### src/core/dmac_defs.svh
// dmac_defs.svh: offsets, field positions and reset values of the
// four channel transfer controller.
// assumes inclusion by bare name from the package and the test bench.
`ifndef DMAC_DEFS_SVH
`define DMAC_DEFS_SVH

// ==========================================================
// register word indices (byte address = 4 * index)
`define DMAC_IDX_GC       8'h40
`define DMAC_IDX_MS       8'h41
`define DMAC_IDX_AIC      8'h42
`define DMAC_IDX_CH_LAST  8'h0f
`define DMAC_CHR_IA       2'h0
`define DMAC_CHR_CA       2'h1
`define DMAC_CHR_IC       2'h2
`define DMAC_CHR_CC       2'h3

// ==========================================================
// reset values
`define DMAC_GC_RST       16'h0000
`define DMAC_MS_RST       16'h3333
`define DMAC_AIC_RST      16'h0000

// ==========================================================
// per channel fields, each channel owns one nibble
`define DMAC_FLD_STRIDE   4
`define DMAC_GC_BUS       0
`define DMAC_GC_DIR       2
`define DMAC_MS_MASK      0
`define DMAC_MS_SENS      1
`define DMAC_AIC_IE       0
`define DMAC_AIC_IP       1
`define DMAC_AIC_RELOAD   2
`define DMAC_AIC_STEP     3

// ==========================================================
// bus choice codes
`define DMAC_BUS_X        2'h0
`define DMAC_BUS_Y        2'h1
`define DMAC_BUS_I        2'h2

`endif

### src/core/dmac_pkg.sv
// dmac_pkg: types shared by both ends of the transfer controller link.
// assumes dmac_defs.svh on the include path.
`include "dmac_defs.svh"

package dmac_pkg;

   // ==========================================================
   // sequencer states
   typedef enum logic [2:0] {
      DMAC_IDLE = 3'b000,
      DMAC_HOLD = 3'b001,
      DMAC_REL  = 3'b010,
      DMAC_DATA = 3'b011,
      DMAC_FIN  = 3'b100
   } dmac_fsm_t;

   typedef logic [3:0][15:0] dmac_bank_t;

   // ==========================================================
   // controller state
   typedef struct packed {
      dmac_fsm_t   fsm;
      logic [3:0]  rem;
      logic        i_extra;
      logic [3:0]  s1;
      logic [3:0]  s2;
      logic [3:0]  s3;
      logic [3:0]  edge_pend;
      logic [15:0] gc;
      logic [15:0] ms;
      logic [15:0] aic;
      dmac_bank_t  ia;
      dmac_bank_t  ca;
      dmac_bank_t  ic;
      dmac_bank_t  cc;
      logic        hold_req;
      logic [3:0]  ack_n;
      logic [3:0]  irq;
      logic [15:0] x_addr;
      logic [15:0] y_addr;
      logic [15:0] i_addr;
      logic        x_vld;
      logic        y_vld;
      logic        i_vld;
      logic        x_rd;
      logic        y_rd;
      logic        i_rd;
      logic        wb_ack;
      logic [31:0] wb_dat;
   } dmac_dev_st_t;

   // ==========================================================
   // core hold end state
   typedef struct packed {
      logic [3:0] s1;
      logic [3:0] s2;
      logic       hold_ack;
      logic       gate;
      logic [3:0] ack_n;
      logic [3:0] irq;
   } dmac_core_st_t;

endpackage : dmac_pkg

### src/core/dmac_link_if.sv
// dmac_link_if: wires between the transfer controller and the core.
// assumes both ends run on the same clock.
`timescale 1ns/1ps

interface dmac_link_if;
   logic        hold_req;
   logic        hold_ack;
   logic [3:0]  req_n;
   logic [3:0]  ack_n;
   logic [3:0]  irq;
   logic        pend_gate;
   logic [15:0] x_addr;
   logic [15:0] y_addr;
   logic [15:0] i_addr;
   logic        x_vld;
   logic        y_vld;
   logic        i_vld;
   logic        x_rd;
   logic        y_rd;
   logic        i_rd;

   modport dev (
      output hold_req, ack_n, irq, x_addr, y_addr, i_addr,
             x_vld, y_vld, i_vld, x_rd, y_rd, i_rd,
      input  hold_ack, req_n, pend_gate
   );
   modport core (
      input  hold_req, ack_n, irq, x_addr, y_addr, i_addr,
             x_vld, y_vld, i_vld, x_rd, y_rd, i_rd,
      output hold_ack, req_n, pend_gate
   );
endinterface : dmac_link_if

### src/core/dmac_dev.sv
// dmac_dev: four channel cycle stealing transfer controller.
// assumes a classic wishbone master and the core hold end on one clock.
// Overview of operation
// - four channels, each request, acknowledge, interrupt
// - transfers on I, X, Y; X with Y
// - single word three cycles, I adds one
// - n words take n plus two cycles
// - fixed priority, channel 0 highest
// - same bus requests merged into one transfer
// - hold request raised to start transfer
// - core acknowledges hold, holds until withdrawn
// - drop hold after transfer, then idle
// - request edge or level sensitive per channel
// - double buffering over 2N consecutive addresses
// - interrupt after predefined word count
// - interrupting channels edge sensitive, prioritised
// - request pins live only when serial inhibited
// - 16-bit initial and current address per channel
// - current address hold, step or reload
// - software loads both counts with N-1
// - current count decrements, reloads at zero
// - three 16-bit control registers
// - bus choice and direction fields per channel
// - mask and sensitivity bits per channel
// - interrupt enable and gated pending bit
//
// The implementer's own choices: the Wishbone register port and the register offsets.
`timescale 1ns/1ps

module dmac_dev
   import dmac_pkg::*;
(
   // clock and reset
   input  wire logic        CLK,
   input  wire logic        RST_B,
   // pin management
   input  wire logic        SERIAL_IO_INHIBIT,
   // wishbone slave
   input  wire logic        WB_CYC_I,
   input  wire logic        WB_STB_I,
   input  wire logic        WB_WE_I,
   input  wire logic [9:0]  WB_ADR_I,
   input  wire logic [3:0]  WB_SEL_I,
   input  wire logic [31:0] WB_DAT_I,
   output wire logic [31:0] WB_DAT_O,
   output wire logic        WB_ACK_O,
   // link to core
   dmac_link_if.dev         lnk
);

   // ==========================================================
   // helpers
   function automatic logic [3:0] dmac_first(input logic [3:0] v);
      logic [3:0] r;
      r = 4'h0;
      for (int k = 3; k >= 0; k--) begin
         if (v[k]) begin
            r = 4'h0;
            r[k] = 1'b1;
         end
      end
      return r;
   endfunction : dmac_first

   function automatic logic [15:0] dmac_lane(input logic [15:0] old,
                                             input logic [15:0] d,
                                             input logic [1:0]  sel);
      logic [15:0] r;
      r = old;
      if (sel[0]) begin
         r[7:0] = d[7:0];
      end
      if (sel[1]) begin
         r[15:8] = d[15:8];
      end
      return r;
   endfunction : dmac_lane

   // ==========================================================
   // state
   localparam dmac_dev_st_t ST_RST = '{
      fsm: DMAC_IDLE, gc: `DMAC_GC_RST, ms: `DMAC_MS_RST,
      aic: `DMAC_AIC_RST, ack_n: 4'hf, s1: 4'hf, s2: 4'hf, s3: 4'hf,
      default: '0};

   dmac_dev_st_t st_r;
   dmac_dev_st_t st_nxt;

   logic [7:0]  idx;
   logic        wr_go;
   logic [3:0]  fall;
   logic [3:0]  live;
   logic [3:0]  req_v;
   logic [3:0]  keep;
   logic [3:0]  on_x;
   logic [3:0]  on_y;
   logic [3:0]  on_i;
   logic [3:0]  fx;
   logic [3:0]  fy;
   logic [3:0]  fi;
   logic [3:0]  srv;
   logic [15:0] cc_nxt [4];
   logic [15:0] rdv;
   logic [1:0]  bsel;
   int          b;

   always_comb begin
      st_nxt = st_r;
      idx    = WB_ADR_I[9:2];
      b      = 0;
      bsel   = 2'h0;
      srv    = 4'h0;
      keep   = 4'h0;
      rdv    = 16'h0000;
      for (int c = 0; c < 4; c++) begin
         cc_nxt[c] = st_r.cc[c];
      end

      // ==========================================================
      // wishbone slave: ack one cycle after strobe, write at ack edge
      st_nxt.wb_ack = WB_CYC_I & WB_STB_I & ~st_r.wb_ack;
      wr_go = WB_CYC_I & WB_STB_I & WB_WE_I & st_r.wb_ack;
      if (idx <= `DMAC_IDX_CH_LAST) begin
         unique case (idx[1:0])
            `DMAC_CHR_IA: rdv = st_r.ia[idx[3:2]];
            `DMAC_CHR_CA: rdv = st_r.ca[idx[3:2]];
            `DMAC_CHR_IC: rdv = st_r.ic[idx[3:2]];
            `DMAC_CHR_CC: rdv = st_r.cc[idx[3:2]];
         endcase
      end else if (idx == `DMAC_IDX_GC) begin
         rdv = st_r.gc;
      end else if (idx == `DMAC_IDX_MS) begin
         rdv = st_r.ms;
      end else if (idx == `DMAC_IDX_AIC) begin
         rdv = st_r.aic;
      end
      st_nxt.wb_dat = {16'h0000, rdv};
      if (wr_go) begin
         if (idx <= `DMAC_IDX_CH_LAST) begin
            unique case (idx[1:0])
               `DMAC_CHR_IA: st_nxt.ia[idx[3:2]] =
                  dmac_lane(st_r.ia[idx[3:2]], WB_DAT_I[15:0], WB_SEL_I[1:0]);
               `DMAC_CHR_CA: st_nxt.ca[idx[3:2]] =
                  dmac_lane(st_r.ca[idx[3:2]], WB_DAT_I[15:0], WB_SEL_I[1:0]);
               `DMAC_CHR_IC: st_nxt.ic[idx[3:2]] =
                  dmac_lane(st_r.ic[idx[3:2]], WB_DAT_I[15:0], WB_SEL_I[1:0]);
               `DMAC_CHR_CC: st_nxt.cc[idx[3:2]] =
                  dmac_lane(st_r.cc[idx[3:2]], WB_DAT_I[15:0], WB_SEL_I[1:0]);
            endcase
         end else if (idx == `DMAC_IDX_GC) begin
            st_nxt.gc = dmac_lane(st_r.gc, WB_DAT_I[15:0], WB_SEL_I[1:0]);
         end else if (idx == `DMAC_IDX_MS) begin
            st_nxt.ms = dmac_lane(st_r.ms, WB_DAT_I[15:0], WB_SEL_I[1:0]);
         end else if (idx == `DMAC_IDX_AIC) begin
            st_nxt.aic = dmac_lane(st_r.aic, WB_DAT_I[15:0], WB_SEL_I[1:0]);
         end
      end

      // ==========================================================
      // request pins: two flops, then edge or level
      st_nxt.s1 = lnk.req_n;
      st_nxt.s2 = st_r.s1;
      st_nxt.s3 = st_r.s2;
      fall = st_r.s3 & ~st_r.s2;
      for (int c = 0; c < 4; c++) begin
         b = c * `DMAC_FLD_STRIDE;
         live[c] = SERIAL_IO_INHIBIT &
                   ~st_r.ms[b + `DMAC_MS_MASK];
         req_v[c] = live[c] & (st_r.ms[b + `DMAC_MS_SENS] ?
                    st_r.edge_pend[c] : ~st_r.s2[c]);
         bsel = st_r.gc[b + `DMAC_GC_BUS +: 2];
         on_y[c] = (bsel == `DMAC_BUS_Y);
         on_i[c] = (bsel == `DMAC_BUS_I);
         on_x[c] = ~on_y[c] & ~on_i[c];
      end
      fx = dmac_first(st_r.rem & on_x);
      fy = dmac_first(st_r.rem & on_y);
      fi = dmac_first(st_r.rem & on_i);

      // ==========================================================
      // sequencer
      unique case (st_r.fsm)
         DMAC_IDLE: begin
            if (|req_v) begin
               st_nxt.hold_req = 1'b1;
               st_nxt.fsm = DMAC_HOLD;
            end
         end
         DMAC_HOLD: begin
            if (lnk.hold_ack) begin
               st_nxt.rem = req_v;
               st_nxt.fsm = DMAC_REL;
            end
         end
         DMAC_REL, DMAC_DATA: begin
            if (st_r.i_extra) begin
               st_nxt.i_extra = 1'b0;
            end else begin
               // X and Y words go out side by side, I waits alone
               srv = (|(fx | fy)) ? (fx | fy) : fi;
               st_nxt.i_extra = ~(|(fx | fy)) & (|fi);
               st_nxt.x_vld = |fx;
               st_nxt.y_vld = |fy;
               st_nxt.i_vld = ~(|(fx | fy)) & (|fi);
               st_nxt.ack_n = ~srv;
               if (srv == 4'h0) begin
                  st_nxt.hold_req = 1'b0;
                  st_nxt.fsm = DMAC_FIN;
               end else begin
                  st_nxt.fsm = DMAC_DATA;
               end
            end
         end
         DMAC_FIN: begin
            st_nxt.fsm = DMAC_IDLE;
         end
         default: begin
            st_nxt.fsm = DMAC_IDLE;
         end
      endcase

      // ==========================================================
      // per word update of the serviced channels
      for (int c = 0; c < 4; c++) begin
         b = c * `DMAC_FLD_STRIDE;
         if (srv[c]) begin
            if (fx[c]) begin
               st_nxt.x_addr = st_r.ca[c];
               st_nxt.x_rd = st_r.gc[b + `DMAC_GC_DIR];
            end
            if (fy[c]) begin
               st_nxt.y_addr = st_r.ca[c];
               st_nxt.y_rd = st_r.gc[b + `DMAC_GC_DIR];
            end
            if (on_i[c]) begin
               st_nxt.i_addr = st_r.ca[c];
               st_nxt.i_rd = st_r.gc[b + `DMAC_GC_DIR];
            end
            // reload at zero closes one full pass of a ring buffer
            cc_nxt[c] = (st_r.cc[c] == 16'h0000) ? st_r.ic[c] :
                        st_r.cc[c] - 16'h0001;
            st_nxt.cc[c] = cc_nxt[c];
            if (st_r.aic[b + `DMAC_AIC_STEP]) begin
               st_nxt.ca[c] = (st_r.aic[b + `DMAC_AIC_RELOAD] &&
                              st_r.cc[c] == 16'h0000) ?
                              st_r.ia[c] : st_r.ca[c] + 16'h0001;
            end
            if (cc_nxt[c] == 16'h0000) begin
               st_nxt.aic[b + `DMAC_AIC_IP] = 1'b1;
            end
            keep[c] = live[c] & ~st_r.ms[b + `DMAC_MS_SENS] &
                      ~st_r.s2[c] & (cc_nxt[c] != 16'h0000);
         end
         st_nxt.irq[c] = st_nxt.aic[b + `DMAC_AIC_IP] &
                         st_r.aic[b + `DMAC_AIC_IE] &
                         lnk.pend_gate;
         // an edge in the service cycle survives the clear
         st_nxt.edge_pend[c] = (st_r.edge_pend[c] & ~srv[c]) |
                               (fall[c] & live[c] &
                                st_r.ms[b + `DMAC_MS_SENS]);
      end
      if (|srv) begin
         st_nxt.rem = (st_r.rem & ~srv) | keep;
      end
   end

   always_ff @(posedge CLK) begin
      if (!RST_B) begin
         st_r <= ST_RST;
      end else begin
         st_r <= st_nxt;
      end
   end

   // ==========================================================
   // outputs
   assign WB_DAT_O     = st_r.wb_dat;
   assign WB_ACK_O     = st_r.wb_ack;
   assign lnk.hold_req = st_r.hold_req;
   assign lnk.ack_n    = st_r.ack_n;
   assign lnk.irq      = st_r.irq;
   assign lnk.x_addr   = st_r.x_addr;
   assign lnk.y_addr   = st_r.y_addr;
   assign lnk.i_addr   = st_r.i_addr;
   assign lnk.x_vld    = st_r.x_vld;
   assign lnk.y_vld    = st_r.y_vld;
   assign lnk.i_vld    = st_r.i_vld;
   assign lnk.x_rd     = st_r.x_rd;
   assign lnk.y_rd     = st_r.y_rd;
   assign lnk.i_rd     = st_r.i_rd;

endmodule : dmac_dev

### src/flat_wrapper.sv
// flat-port wrapper written by rule: the top's interface ports become plain ports
module dmac_dev_flat import dmac_pkg::*;
  (CLK, RST_B, SERIAL_IO_INHIBIT, WB_CYC_I, WB_STB_I, WB_WE_I, WB_ADR_I, WB_SEL_I, WB_DAT_I, WB_DAT_O, WB_ACK_O, lnk_hold_req, lnk_ack_n, lnk_irq, lnk_x_addr, lnk_y_addr, lnk_i_addr, lnk_x_vld, lnk_y_vld, lnk_i_vld, lnk_x_rd, lnk_y_rd, lnk_i_rd, lnk_hold_ack, lnk_req_n, lnk_pend_gate);
  dmac_link_if lnk_i ();
  input  wire logic CLK;
  input  wire logic RST_B;
  input  wire logic SERIAL_IO_INHIBIT;
  input  wire logic WB_CYC_I;
  input  wire logic WB_STB_I;
  input  wire logic WB_WE_I;
  input  wire logic [9:0] WB_ADR_I;
  input  wire logic [3:0] WB_SEL_I;
  input  wire logic [31:0] WB_DAT_I;
  output wire logic [31:0] WB_DAT_O;
  output wire logic WB_ACK_O;
  output wire logic [$bits(lnk_i.hold_req)-1:0] lnk_hold_req;
  output wire logic [$bits(lnk_i.ack_n)-1:0] lnk_ack_n;
  output wire logic [$bits(lnk_i.irq)-1:0] lnk_irq;
  output wire logic [$bits(lnk_i.x_addr)-1:0] lnk_x_addr;
  output wire logic [$bits(lnk_i.y_addr)-1:0] lnk_y_addr;
  output wire logic [$bits(lnk_i.i_addr)-1:0] lnk_i_addr;
  output wire logic [$bits(lnk_i.x_vld)-1:0] lnk_x_vld;
  output wire logic [$bits(lnk_i.y_vld)-1:0] lnk_y_vld;
  output wire logic [$bits(lnk_i.i_vld)-1:0] lnk_i_vld;
  output wire logic [$bits(lnk_i.x_rd)-1:0] lnk_x_rd;
  output wire logic [$bits(lnk_i.y_rd)-1:0] lnk_y_rd;
  output wire logic [$bits(lnk_i.i_rd)-1:0] lnk_i_rd;
  input wire logic [$bits(lnk_i.hold_ack)-1:0] lnk_hold_ack;
  input wire logic [$bits(lnk_i.req_n)-1:0] lnk_req_n;
  input wire logic [$bits(lnk_i.pend_gate)-1:0] lnk_pend_gate;
  assign lnk_hold_req = lnk_i.hold_req;
  assign lnk_ack_n = lnk_i.ack_n;
  assign lnk_irq = lnk_i.irq;
  assign lnk_x_addr = lnk_i.x_addr;
  assign lnk_y_addr = lnk_i.y_addr;
  assign lnk_i_addr = lnk_i.i_addr;
  assign lnk_x_vld = lnk_i.x_vld;
  assign lnk_y_vld = lnk_i.y_vld;
  assign lnk_i_vld = lnk_i.i_vld;
  assign lnk_x_rd = lnk_i.x_rd;
  assign lnk_y_rd = lnk_i.y_rd;
  assign lnk_i_rd = lnk_i.i_rd;
  assign lnk_i.hold_ack = lnk_hold_ack;
  assign lnk_i.req_n = lnk_req_n;
  assign lnk_i.pend_gate = lnk_pend_gate;
  dmac_dev u_core (.CLK(CLK), .RST_B(RST_B), .SERIAL_IO_INHIBIT(SERIAL_IO_INHIBIT), .WB_CYC_I(WB_CYC_I), .WB_STB_I(WB_STB_I), .WB_WE_I(WB_WE_I), .WB_ADR_I(WB_ADR_I), .WB_SEL_I(WB_SEL_I), .WB_DAT_I(WB_DAT_I), .WB_DAT_O(WB_DAT_O), .WB_ACK_O(WB_ACK_O), .lnk(lnk_i));
endmodule
### config.mk
export PLATFORM = sky130hd
export DESIGN_NAME = dmac_dev_flat
export DESIGN_NICKNAME = d
export VERILOG_FILES = /design/src/core/dmac_pkg.sv /design/src/core/dmac_link_if.sv /design/src/core/dmac_dev.sv /design/src/flat_wrapper.sv
export VERILOG_INCLUDE_DIRS = /design/src /design/src/core
export SDC_FILE = /design/constraint.sdc
export NUM_CORES = 1
export LEC_CHECK = 0
export BUFFER_PORTS_ARGS = -buffer_cell sky130_fd_sc_hd__buf_4
export CAP_MARGIN = 20
export CELL_PAD_IN_SITES_DETAIL_PLACEMENT = 0
export CELL_PAD_IN_SITES_GLOBAL_PLACEMENT = 1
export CORE_ASPECT_RATIO = 0.9
export CORE_MARGIN = 2
export CORE_UTILIZATION = 30
export CTS_BUF_LIST = sky130_fd_sc_hd__clkbuf_2
export DETAILED_ROUTE_END_ITERATION = 16
export PLACE_DENSITY_LB_ADDON = 0.15
export RECOVER_POWER = 25
export SYNTH_ARGS = -nofsm -noshare
export SYNTH_HDL_FRONTEND = slang
export SYNTH_SLANG_ARGS = --single-unit
### constraint.sdc
create_clock -name CLK -period 9.42 [get_ports CLK]
set_input_delay 1.413 -clock CLK [delete_from_list [all_inputs] [get_ports CLK]]
set_output_delay 1.413 -clock CLK [all_outputs]
set_load 0.01 [all_outputs]
Yosys cells after proc, flatten, opt, wreduce, memory -nomap -nowiden
Index checks and enable logic that the tools add are counted.
{"block": "classes", "magnitude_cmp": 3, "bitwise_logic": 93, "n_eq_ne": 21, "addsub": 8, "muxes": 164, "reduce_logical": 58}
{"cell": "$mux 16", "n": 45}
{"cell": "$mux 304", "n": 1}
{"cell": "$mux 8", "n": 38}
{"cell": "$bwmux 64", "n": 4}
{"cell": "$mux 256", "n": 1}
{"cell": "$mux 64", "n": 4}
{"cell": "$mux 48", "n": 5}
{"cell": "$bmux 16 s2", "n": 4}
{"cell": "$logic_not 16->1", "n": 8}
{"cell": "$mux 4", "n": 17}
{"cell": "$add 16x1->16 const B", "n": 4}
{"cell": "$pmux 16 s4", "n": 1}
{"cell": "$reduce_bool 16->1", "n": 4}
{"cell": "$sub 16x1->16 const B", "n": 4}
{"cell": "$and 1x1->1", "n": 49}
{"cell": "$demux 16 s2", "n": 1}
{"cell": "$mux 32", "n": 1}
{"cell": "$mux 1", "n": 31}
{"cell": "$not 1->1", "n": 30}
{"cell": "$reduce_bool 2->1", "n": 15}
{"cell": "$eq 8x7->1 const B", "n": 3}
{"cell": "$reduce_or 4->1", "n": 6}
{"cell": "$mux 3", "n": 7}
{"cell": "$reduce_and 3->1", "n": 7}
{"cell": "26 further kinds", "n": 57}
{"block": "word_totals", "reg_bits": 424, "output_inout_bits": 96, "in_bits": 58, "elab_cells": 392}

Logic depth before layout (Yosys ltp)
Gate-level depths: netlist (run 1).
{"block": "depth", "ltp_word": 20, "depth_mapped": 11, "mapped_depth_nobuf": 9}

Least setup slack after synthesis (run 1)
No wires, ideal clock.
{"block": "synth_timing", "path_type": "input-to-reg", "from": "in WB_ADR_I[4]", "to": "reg u_core.st_r (netlist bit u_core.WB_DAT_O[2])", "path_slack_ns": 5.353, "arrival_time_ns": 3.952, "stages": 8, "required_ns": 9.305, "path_cell_list": "clkbuf_1 -> clkbuf_1 -> buf_1 -> mux4_1 -> mux4_2 -> nand2_1 -> o21ai_0 -> and2_1"}
{"block": "synth_between", "elab_chain_cells": 5, "elab_cells_between_ends": 17}
{"element": "start, declared", "line": "flat_wrapper.sv:11", "source": "input wire logic [9:0] WB_ADR_I;"}
{"element": "$eq 8x7->1 (no line)"}
{"element": "$mux 16", "line": "dmac_dev.sv:134", "source": "end else if (idx == `DMAC_IDX_AIC) begin"}
{"element": "$mux 16", "line": "dmac_dev.sv:132", "source": "end else if (idx == `DMAC_IDX_MS) begin"}
{"element": "$mux 16", "line": "dmac_dev.sv:130", "source": "end else if (idx == `DMAC_IDX_GC) begin"}
{"element": "$mux 16 *", "line": "dmac_dev.sv:123", "source": "if (idx <= `DMAC_IDX_CH_LAST) begin"}
{"element": "end signal, assigned", "line": "dmac_dev.sv:271", "source": "st_r <= st_nxt;"}
{"element": "end, declared", "line": "dmac_dev.sv:86", "source": "dmac_dev_st_t st_r;"}
Mark *: on every way between the ends. The rest lies on a longest branch, timed or not. The select of a mux whose other input is x is not followed.
A chain may end at the register's enable or synchronous reset.

Final worst setup path (run 1)
{"block": "layout_timing", "from": "in RST_B", "to": "reg u_core.st_r (netlist bit u_core.WB_ACK_O)"}
{"element": "start, declared", "line": "flat_wrapper.sv:6", "source": "input wire logic RST_B;"}
No word-level cell between the ends.

==> results of run 1 <==
[registers in the layout, summed over array words and instances, names as in the netlist, named ones only]
name	count
u_core.bsel	2
u_core.lnk.x_rd	1
u_core.lnk.i_addr	16
u_core.lnk.irq	4
u_core.lnk.i_rd	1
u_core.st_r	314
u_core.WB_ACK_O	1
u_core.st_nxt	8
u_core.lnk.y_addr	16
u_core.lnk.i_vld	1
u_core.lnk.ack_n	4
u_core.lnk.y_vld	1
u_core.lnk.x_vld	1
u_core.lnk.y_rd	1
u_core.lnk.hold_req	1
u_core.WB_DAT_O	16
u_core.lnk.x_addr	16
[logic make-up after synthesis]
logic type	after synthesis	synth area share, %
xor+xnor	83	2.855
flops	408	32.08
fa+ha+maj	16	0.7862
buf+inv	401	7.360
mux	229	12.97
other cells	1	0.01473
compound gates	841	25.04
simple gates	1053	18.90
[report_power, final]
part | internal (µW) | switching (µW) | leakage, µW
clock | 518 | 878 | 0.000788
sequential | 1730 | 1.91 | 0.00329
combinational | 53.2 | 129 | 0.00814
total | 2300 | 1010 | 0.0122
[synth_stat cells (all sizes together) (16+ instances only)]
library cell / count
a21boi: 109
xor2: 38
mux2i: 148
a21oi: 97
a211oi: 101
and2: 31
o21ai: 73
ha: 16
buf: 119
nor2b: 25
clkbuf: 254
and3: 25
xnor2: 45
nor2: 202
a31oi: 19
o211ai: 166
inv: 26
mux4: 80
nor3: 56
nand2: 493
o21a: 42
o211a: 164
nand2b: 22
or3: 24
nand3: 60
nand4: 31
nor4: 30
dfxtp: 408
[layer usage]
metal	vias to the layer above	GRT usage, %	part of all wire [%]
li1	10950	-	-
met1	12130	36.58	47
met2	1029	38.07	43
met3	171	5.248	7.7
met4	0	8.262	2.7
met5	-	0	0
[through the flow]
step | area (µm²) | hold WS (ns) | util, % | setup slack [ns]
5_1_grt | 27600 | 0.1551 | 32.79 | 3.120
2_1_floorplan | 25520 | 0.3863 | - | 5.353
6_report | 27600 | 0.2939 | 32.79 | 3.439
3_5_place_dp | 26550 | 0.3972 | 31.55 | 4.548
3_3_place_gp | 26530 | 0.3918 | 31.52 | 4.558
4_1_cts | 27600 | 0.1222 | 32.79 | 5.038
[layout make-up]
class	instances	area, µm²
clock buffers	170	850.8
flip-flops and latches	408	8168
multi-input cells	2238	15610
diodes	6	15.01
fillers	8987	56560
well taps	1133	1418
repair buffers	164	1239
inverters	28	105.1
clock inverters	34	191.4
[how the worst max path moves through the flow]
stage                                start                 end  slack [ns]
after CTS                 u_core.st_r[384]    u_core.st_r[262]        5.04
after detailed placement       WB_ADR_I[4]    u_core.st_r[130]        4.55
after global placement         WB_ADR_I[4]    u_core.st_r[130]        4.56
after global routing                 RST_B    u_core.st_r[154]        3.12
after floorplan                WB_ADR_I[4]  u_core.WB_DAT_O[2]        5.35
final                                RST_B     u_core.WB_ACK_O        3.44
[worst register-to-register path, stage by stage, from the launching register on]
cell	delay (ns)
sky130_fd_sc_hd__dfxtp_1	0.41
sky130_fd_sc_hd__inv_1	0.07
sky130_fd_sc_hd__ha_1	0.38
sky130_fd_sc_hd__a222oi_1	0.78
sky130_fd_sc_hd__nand3_1	0.35
sky130_fd_sc_hd__o311a_1	0.50
sky130_fd_sc_hd__nor2_4	0.09
sky130_fd_sc_hd__buf_4	0.40
sky130_fd_sc_hd__and2_1	0.84
sky130_fd_sc_hd__o211ai_1	0.21
sky130_fd_sc_hd__a21boi_0	0.18
==> tab_implementation.tex, run 1 <==
\begin{tabular}{lr}
\hline
Metric & Value \\
\hline
\multicolumn{2}{l}{\textbf{Synthesis}} \\
\quad Cell taking the most area after synthesis & sky130\_fd\_sc\_hd\_\_dfxtp\_1 \\
\quad Top FF cell, synth & sky130\_fd\_sc\_hd\_\_dfxtp\_1 \\
\quad Cell area after technology mapping & 25460 µm² \\
\quad Synthesized area per cell & 8.399 µm² \\
\quad Distinct cell type count of the synthesized netlist & 75 \\
\quad Number of enable flip-flop cells after synthesis & 0 \\
\quad Fraction of post-synthesis cell area in the top cell type by area & 32.08\% \\
\quad Yosys warnings & 0 \\
\quad Async SR Flop Fraction & 0\% \\
\quad Top cells by area, synth & sky130\_fd\_sc\_hd\_\_dfxtp\_1 (32\%), sky130\_fd\_sc\_hd\_\_nand2\_1 (7.3\%), sky130\_fd\_sc\_hd\_\_mux4\_2 (7.0\%), sky130\_fd\_sc\_hd\_\_o211a\_1 (6.4\%), sky130\_fd\_sc\_hd\_\_mux2i\_1 (5.8\%) \\
\quad Synthesized instance count & 3032 \\
\quad Number of register bits inferred by synthesis & 408 \\
\quad Sequential-to-total area share from yosys stat & 32.08\% \\
\multicolumn{2}{l}{\textbf{GRT}} \\
\quad Initial antenna violation count & 9 \\
\quad Vias in the first global route & 22.96k \\
\quad Global-route congestion overflow total & 0 \\
\quad First-pass GRT wire length & 163.7 mm \\
\quad Largest net degree at the start of global routing & 104 \\
\quad Global router's overall resource usage & 25.54\% \\
\multicolumn{2}{l}{\textbf{Setup path}} \\
\quad Kind of start point of the critical path & primary input \\
\quad Worst R2R Setup Slack & 5.07 ns \\
\quad Top cell family by delay on the critical path & buffers and inverters \\
\quad FF-to-FF path depth & 10 \\
\quad Worst Path Buf+Inv & 3 \\
\quad Highest cell delay on the worst timing path & 3.46 ns \\
\quad Crit path required time & 10.66 ns \\
\quad Type of the worst setup path & in2reg \\
\quad Sort of element at the end of the critical path & register \\
\quad Arrival time reported for the critical path endpoint & 7.22 ns \\
\quad Cell breakdown of the critical path & clkbuf\_1 > buf\_4 > buf\_4 > and4b\_1 \\
\quad Cell depth of the worst setup path & 4 \\
\quad Critical R2R Capture & u\_core.st\_r[262] \\
\quad Maximum net fanout on the critical path & 103 \\
\quad Most used cell along the critical path & sky130\_fd\_sc\_hd\_\_buf\_4 \\
\quad Cell with the biggest individual delay on the critical path & sky130\_fd\_sc\_hd\_\_clkbuf\_1 \\
\quad R2r startpoint & u\_core.st\_r[384] \\
\multicolumn{2}{l}{\textbf{Power}} \\
\quad Maximum VDD drop & 86.14 µV \\
\quad Total power per unit cell area & 119.8 nW/µm² \\
\quad Total power & 3306 µW \\
\quad Leak Pwr & 0.01222 µW \\
\multicolumn{2}{l}{\textbf{Clocking}} \\
\quad Maximum level of the CTS H-tree & 4 \\
\quad Buffer count from post-CTS setup fixing & 0 \\
\quad Clock edge transition at the registers on the reported setup and hold paths & 0.09 ns \\
\quad Buffer depth of the longest clock path & 3 \\
\quad Number of clock sinks seen by CTS & 408 \\
\quad CTS Hold Buffers Added & 0 \\
\quad Post-cts sizing count & 0 \\
\quad Clock latency of the later-clocked register in the worst-skew pair & 1.35 ns \\
\quad Clock tree from TritonCTS & done \\
\quad Number of buffers inserted during clock tree synthesis & 130 \\
\quad Clock tree root buffer cell & sky130\_fd\_sc\_hd\_\_clkbuf\_2 \\
\multicolumn{2}{l}{\textbf{Timing}} \\
\quad Fin Setup TNS & 0 ns \\
\quad Achievable frequency & 167.2 MHz \\
\quad Final hold violations & 0 \\
\quad RSZ-0062 raised after global routing & no \\
\quad Clock period minus worst slack & 5.981 ns \\
\quad Final worst path period share & 63.50\% \\
\quad Clk\_skew & 0.1429 ns \\
\quad Finish-stage setup viols & 0 \\
\quad Max-slew violation total from the final report & 104 \\
\quad Slew Limit Headroom & -236.1\% \\
\quad Worst-margin pin slew & 5.041 ns \\
\multicolumn{2}{l}{\textbf{Floorplanning}} \\
\quad CORE AREA & 84160 µm² \\
\quad \# rows & 101 \\
\quad Initial Utilization & 30.26\% \\
\quad Area of the die & 87230 µm² \\
\quad Horiz. Die Dim & 311.1 µm \\
\quad Chip height & 280.4 µm \\
\quad Number of top-level pins & 154 \\
\multicolumn{2}{l}{\textbf{Layout}} \\
\quad Final non-filler cell total & 4181 \\
\quad Commonest cells after routing, fill and taps aside & sky130\_fd\_sc\_hd\_\_nand2\_1 (493), sky130\_fd\_sc\_hd\_\_dfxtp\_1 (408), sky130\_fd\_sc\_hd\_\_nor2\_1 (183) \\
\quad Most frequent standard cell in the layout excluding fill and tap cells & sky130\_fd\_sc\_hd\_\_nand2\_1 \\
\quad Share of cells above drive strength 1 & 15.55\% \\
\quad Signed area change from the synthesized netlist to the final layout & 8.387\% \\
\quad Number of nets in the finished design & 3044 \\
\multicolumn{2}{l}{\textbf{Drt}} \\
\quad Number of violations reported at the end of detailed-routing iteration 0 & 2549 \\
\quad Antenna Violating Nets Remaining & 0 \\
\quad Detailed-route vias per instance & 5.807 \\
\quad DRC violations left & 0 \\
\quad Routed wire per std cell & 27.39 µm \\
\quad Via count & 24.28k \\
\quad First-pass DRT Iterations & 8 \\
\quad Routed WL & 114.5 mm \\
\multicolumn{2}{l}{\textbf{Place}} \\
\quad Final Wtd Congestion & 0.8880 \\
\quad Port buffer count & 117 \\
\quad Cell total after placement & 3971 \\
\quad Final HPWL DP & 82.35 mm \\
\multicolumn{2}{l}{\textbf{Flow run}} \\
\quad Maximum Capacitance Violations & 1 \\
\multicolumn{2}{l}{\textbf{Worst hold path}} \\
\quad Path category of the worst min-delay check & in2reg \\
\quad Count of cells along the worst hold path & 2 \\
\quad End point of the worst hold path & u\_core.st\_nxt[411] \\
\quad Startpoint of the tightest hold check path & lnk\_req\_n[3] \\
\multicolumn{2}{l}{\textbf{Outcome}} \\
\quad Result of the run & finished with violations \\
\quad Failing checks & capacitance limit, slew limit \\
\hline
\end{tabular}
Note: power is estimated with default switching activity, not from simulation.
==> run 2, diff against run 1 <==
==> constraint.sdc (replaced) <==
create_clock -name CLK -period 5.8 [get_ports CLK]
set_input_delay 0.87 -clock CLK [delete_from_list [all_inputs] [get_ports CLK]]
set_output_delay 0.87 -clock CLK [all_outputs]
set_load 0.01 [all_outputs]
==> tab_implementation.tex, run 2 (synthesis gave the netlist of run 1 again) <==
\begin{tabular}{lr}
\hline
Metric & Value \\
\hline
\multicolumn{2}{l}{\textbf{Outcome}} \\
\quad Result of the run & finished with violations \\
\quad Failing checks & capacitance limit, slew limit \\
\multicolumn{2}{l}{\textbf{Clocking}} \\
\quad Clock tree from TritonCTS & done \\
\quad Post-cts sizing count & 0 (unchanged) \\
\quad Buffer depth of the longest clock path & 3 (unchanged) \\
\quad CTS Hold Buffers Added & 32 (+32) \\
\quad Maximum level of the CTS H-tree & 3 (-1) \\
\quad Number of buffers inserted during clock tree synthesis & 120 (-7.7\%) \\
\quad Clock tree root buffer cell & sky130\_fd\_sc\_hd\_\_clkbuf\_2 \\
\quad Number of clock sinks seen by CTS & 408 (unchanged) \\
\quad Buffer count from post-CTS setup fixing & 0 (unchanged) \\
\quad Clock latency of the later-clocked register in the worst-skew pair & 1.27 ns (-0.08 ns) \\
\quad Clock edge transition at the registers on the reported setup and hold paths & 0.11 ns (+0.02 ns) \\
\multicolumn{2}{l}{\textbf{Layout}} \\
\quad Commonest cells after routing, fill and taps aside & sky130\_fd\_sc\_hd\_\_nand2\_1 (493), sky130\_fd\_sc\_hd\_\_dfxtp\_1 (408), sky130\_fd\_sc\_hd\_\_nor2\_1 (183) \\
\quad Number of nets in the finished design & 3069 (+0.82\%) \\
\quad Share of cells above drive strength 1 & 14.81\% (-0.74 points) \\
\quad Area occupied by multi-input gates & 15620 µm² (about the same) \\
\quad Signed area change from the synthesized netlist to the final layout & 9.920\% \\
\quad Most frequent standard cell in the layout excluding fill and tap cells & sky130\_fd\_sc\_hd\_\_nand2\_1 \\
\quad Most flops, register & u\_core.st\_r \\
\quad Flip-flop count of the largest register after layout & 314 (unchanged) \\
\quad FILL cells & 8849 (-1.5\%) \\
\quad Final non-filler cell total & 4221 (+0.96\%) \\
\quad Reg area & 8168 µm² (unchanged) \\
\multicolumn{2}{l}{\textbf{Timing}} \\
\quad Max-slew violation total from the final report & 94 (-9.6\%) \\
\quad Final worst path period share & 82.85\% \\
\quad Slew Limit Headroom & -165.6\% (+70 points) \\
\quad Finish-stage setup viols & 0 (unchanged) \\
\quad RSZ-0062 raised after global routing & no \\
\quad Post-route worst setup slack & 0.9947 ns (-2.444 ns) \\
\quad Fin Setup TNS & 0 ns (unchanged) \\
\quad Clock period minus worst slack & 4.805 ns \\
\quad Worst-margin pin slew & 3.984 ns (-1.057 ns) \\
\quad Clk\_skew & 0.1604 ns (+0.01755 ns) \\
\quad Final hold violations & 0 (unchanged) \\
\quad Achievable frequency & 208.1 MHz \\
\multicolumn{2}{l}{\textbf{Floorplanning}} \\
\quad Horiz. Die Dim & 311.1 µm (unchanged) \\
\quad Chip height & 280.4 µm (unchanged) \\
\quad Number of top-level pins & 154 (unchanged) \\
\quad Area of the die & 87230 µm² (unchanged) \\
\quad Initial Utilization & 30.26\% (unchanged) \\
\quad \# rows & 101 (unchanged) \\
\quad CORE AREA & 84160 µm² (unchanged) \\
\multicolumn{2}{l}{\textbf{Setup path}} \\
\quad Type of the worst setup path & reg2reg \\
\quad Crit path required time & 6.79 ns (-3.87 ns) \\
\quad Worst R2R Setup Slack & 0.99 ns (-4.08 ns) \\
\quad Kind of start point of the critical path & register \\
\quad R2r startpoint & u\_core.st\_r[384] \\
\quad Critical R2R Capture & u\_core.st\_r[265] \\
\quad FF-to-FF path depth & 9 (-1) \\
\quad Sort of element at the end of the critical path & register \\
\quad Startpoint of the worst setup timing path & u\_core.st\_r[384] \\
\quad Arrival time reported for the critical path endpoint & 5.80 ns (-1.42 ns) \\
\quad Maximum net fanout on the critical path & 16 (-84\%) \\
\multicolumn{2}{l}{\textbf{Power}} \\
\quad Total power per unit cell area & 194.4 nW/µm² (+62\%) \\
\quad Maximum VDD drop & 102.9 µV (+20\%) \\
\quad Leak Pwr & 0.01234 µW (+1.0\%) \\
\multicolumn{2}{l}{\textbf{Place}} \\
\quad Port buffer count & 117 (unchanged) \\
\quad Final Wtd Congestion & 0.9095 (+2.4\%) \\
\quad Final HPWL DP & 82.49 mm (+0.17\%) \\
\quad Cell total after placement & 3971 (unchanged) \\
\quad Setup WS pre-CTS & 1.321 ns (-3.227 ns) \\
\multicolumn{2}{l}{\textbf{Worst hold path}} \\
\quad Count of cells along the worst hold path & 5 (+3) \\
\quad End point of the worst hold path & u\_core.st\_r[391] \\
\quad Path category of the worst min-delay check & in2reg \\
\quad Startpoint of the tightest hold check path & WB\_SEL\_I[0] \\
\multicolumn{2}{l}{\textbf{Drt}} \\
\quad Routed WL & 115.4 mm (+0.81\%) \\
\quad Via count & 24.62k (+1.4\%) \\
\quad Detailed-route vias per instance & 5.833 (+0.45\%) \\
\quad Routed wire per std cell & 27.35 µm (-0.14\%) \\
\quad DRC violations left & 0 (unchanged) \\
\quad First-pass DRT Iterations & 6 (-2) \\
\quad Antenna Violating Nets Remaining & 0 (unchanged) \\
\quad Number of violations reported at the end of detailed-routing iteration 0 & 2765 (+8.5\%) \\
\multicolumn{2}{l}{\textbf{GRT}} \\
\quad Global-route congestion overflow total & 0 (unchanged) \\
\quad Initial antenna violation count & 9 (unchanged) \\
\quad Vias in the first global route & 23.07k (+0.49\%) \\
\quad Largest net degree at the start of global routing & 178 (+71\%) \\
\quad Global router's overall resource usage & 25.69\% (+0.15 points) \\
\quad First-pass GRT wire length & 165.5 mm (+1.1\%) \\
\multicolumn{2}{l}{\textbf{Flow run}} \\
\quad Maximum Capacitance Violations & 1 (unchanged) \\
\hline
\end{tabular}
-- run 2: layer usage --
layer  up-vias  wire [µm]  global-route usage, %
li1      11000          -                      -
met1     12280      53860                  36.91
met2      1155      49370                  38.67
met3       188       8760                  4.642
met4         0       3431                  8.213
met5         -          0                      0
-- run 2: critical path: stages (launching register included) --
cell                       delay (ns)
sky130_fd_sc_hd__dfxtp_1         0.40
sky130_fd_sc_hd__inv_1           0.06
sky130_fd_sc_hd__ha_1            0.37
sky130_fd_sc_hd__a222oi_1        0.82
sky130_fd_sc_hd__nand3_1         0.35
sky130_fd_sc_hd__o311a_1         0.49
sky130_fd_sc_hd__nor2_2          0.74
sky130_fd_sc_hd__nand2_1         0.88
sky130_fd_sc_hd__o211ai_1        0.33
sky130_fd_sc_hd__a21boi_0        0.12
-- run 2: final cells by class --
cell class / instances / area share, %
Multi-Input combinational cell: 2238 / 55.82
Tap cell: 1133 / 5.065
Clock buffer: 170 / 3.040
Sequential cell: 408 / 29.18
Inverter: 28 / 0.3755
Clock inverter: 42 / 0.8448
Timing Repair Buffer: 199 / 5.650
Antenna cell: 3 / 0.02682
-- run 2: report_power, final --
group / internal (µW) / leakage (µW) / total [µW] / switching, µW
registers: 2800 / 0.00329 / 2810 / 2.99
clock network: 893 / 0.000815 / 2320 / 1430
logic: 101 / 0.00824 / 313 / 213
total: 3800 / 0.0123 / 5440 / 1640
-- run 2: worst max path at each step --
stage	to	slack [ns]	depth (start not counted)
after floorplan	u_core.WB_DAT_O[2]	2.28	8
after global placement	u_core.st_r[271]	1.35	9
after detailed placement	u_core.st_r[271]	1.32	9
after CTS	u_core.st_r[265]	1.15	9
after global routing	u_core.st_r[266]	0.87	9
final	u_core.st_r[265]	0.99	9
-- run 2: metrics by stage --
stage	cell area [µm²]	power [µW]	util [%]	hold WS [ns]
floorplan	25520	3044	-	0.3863
global placement	26580	3163	31.58	0.3888
detailed placement	26610	3164	31.62	0.3950
CTS	28020	5521	33.29	0.07075
global route	27990	5674	33.25	0.07080
finish	27990	5442	33.26	0.1524
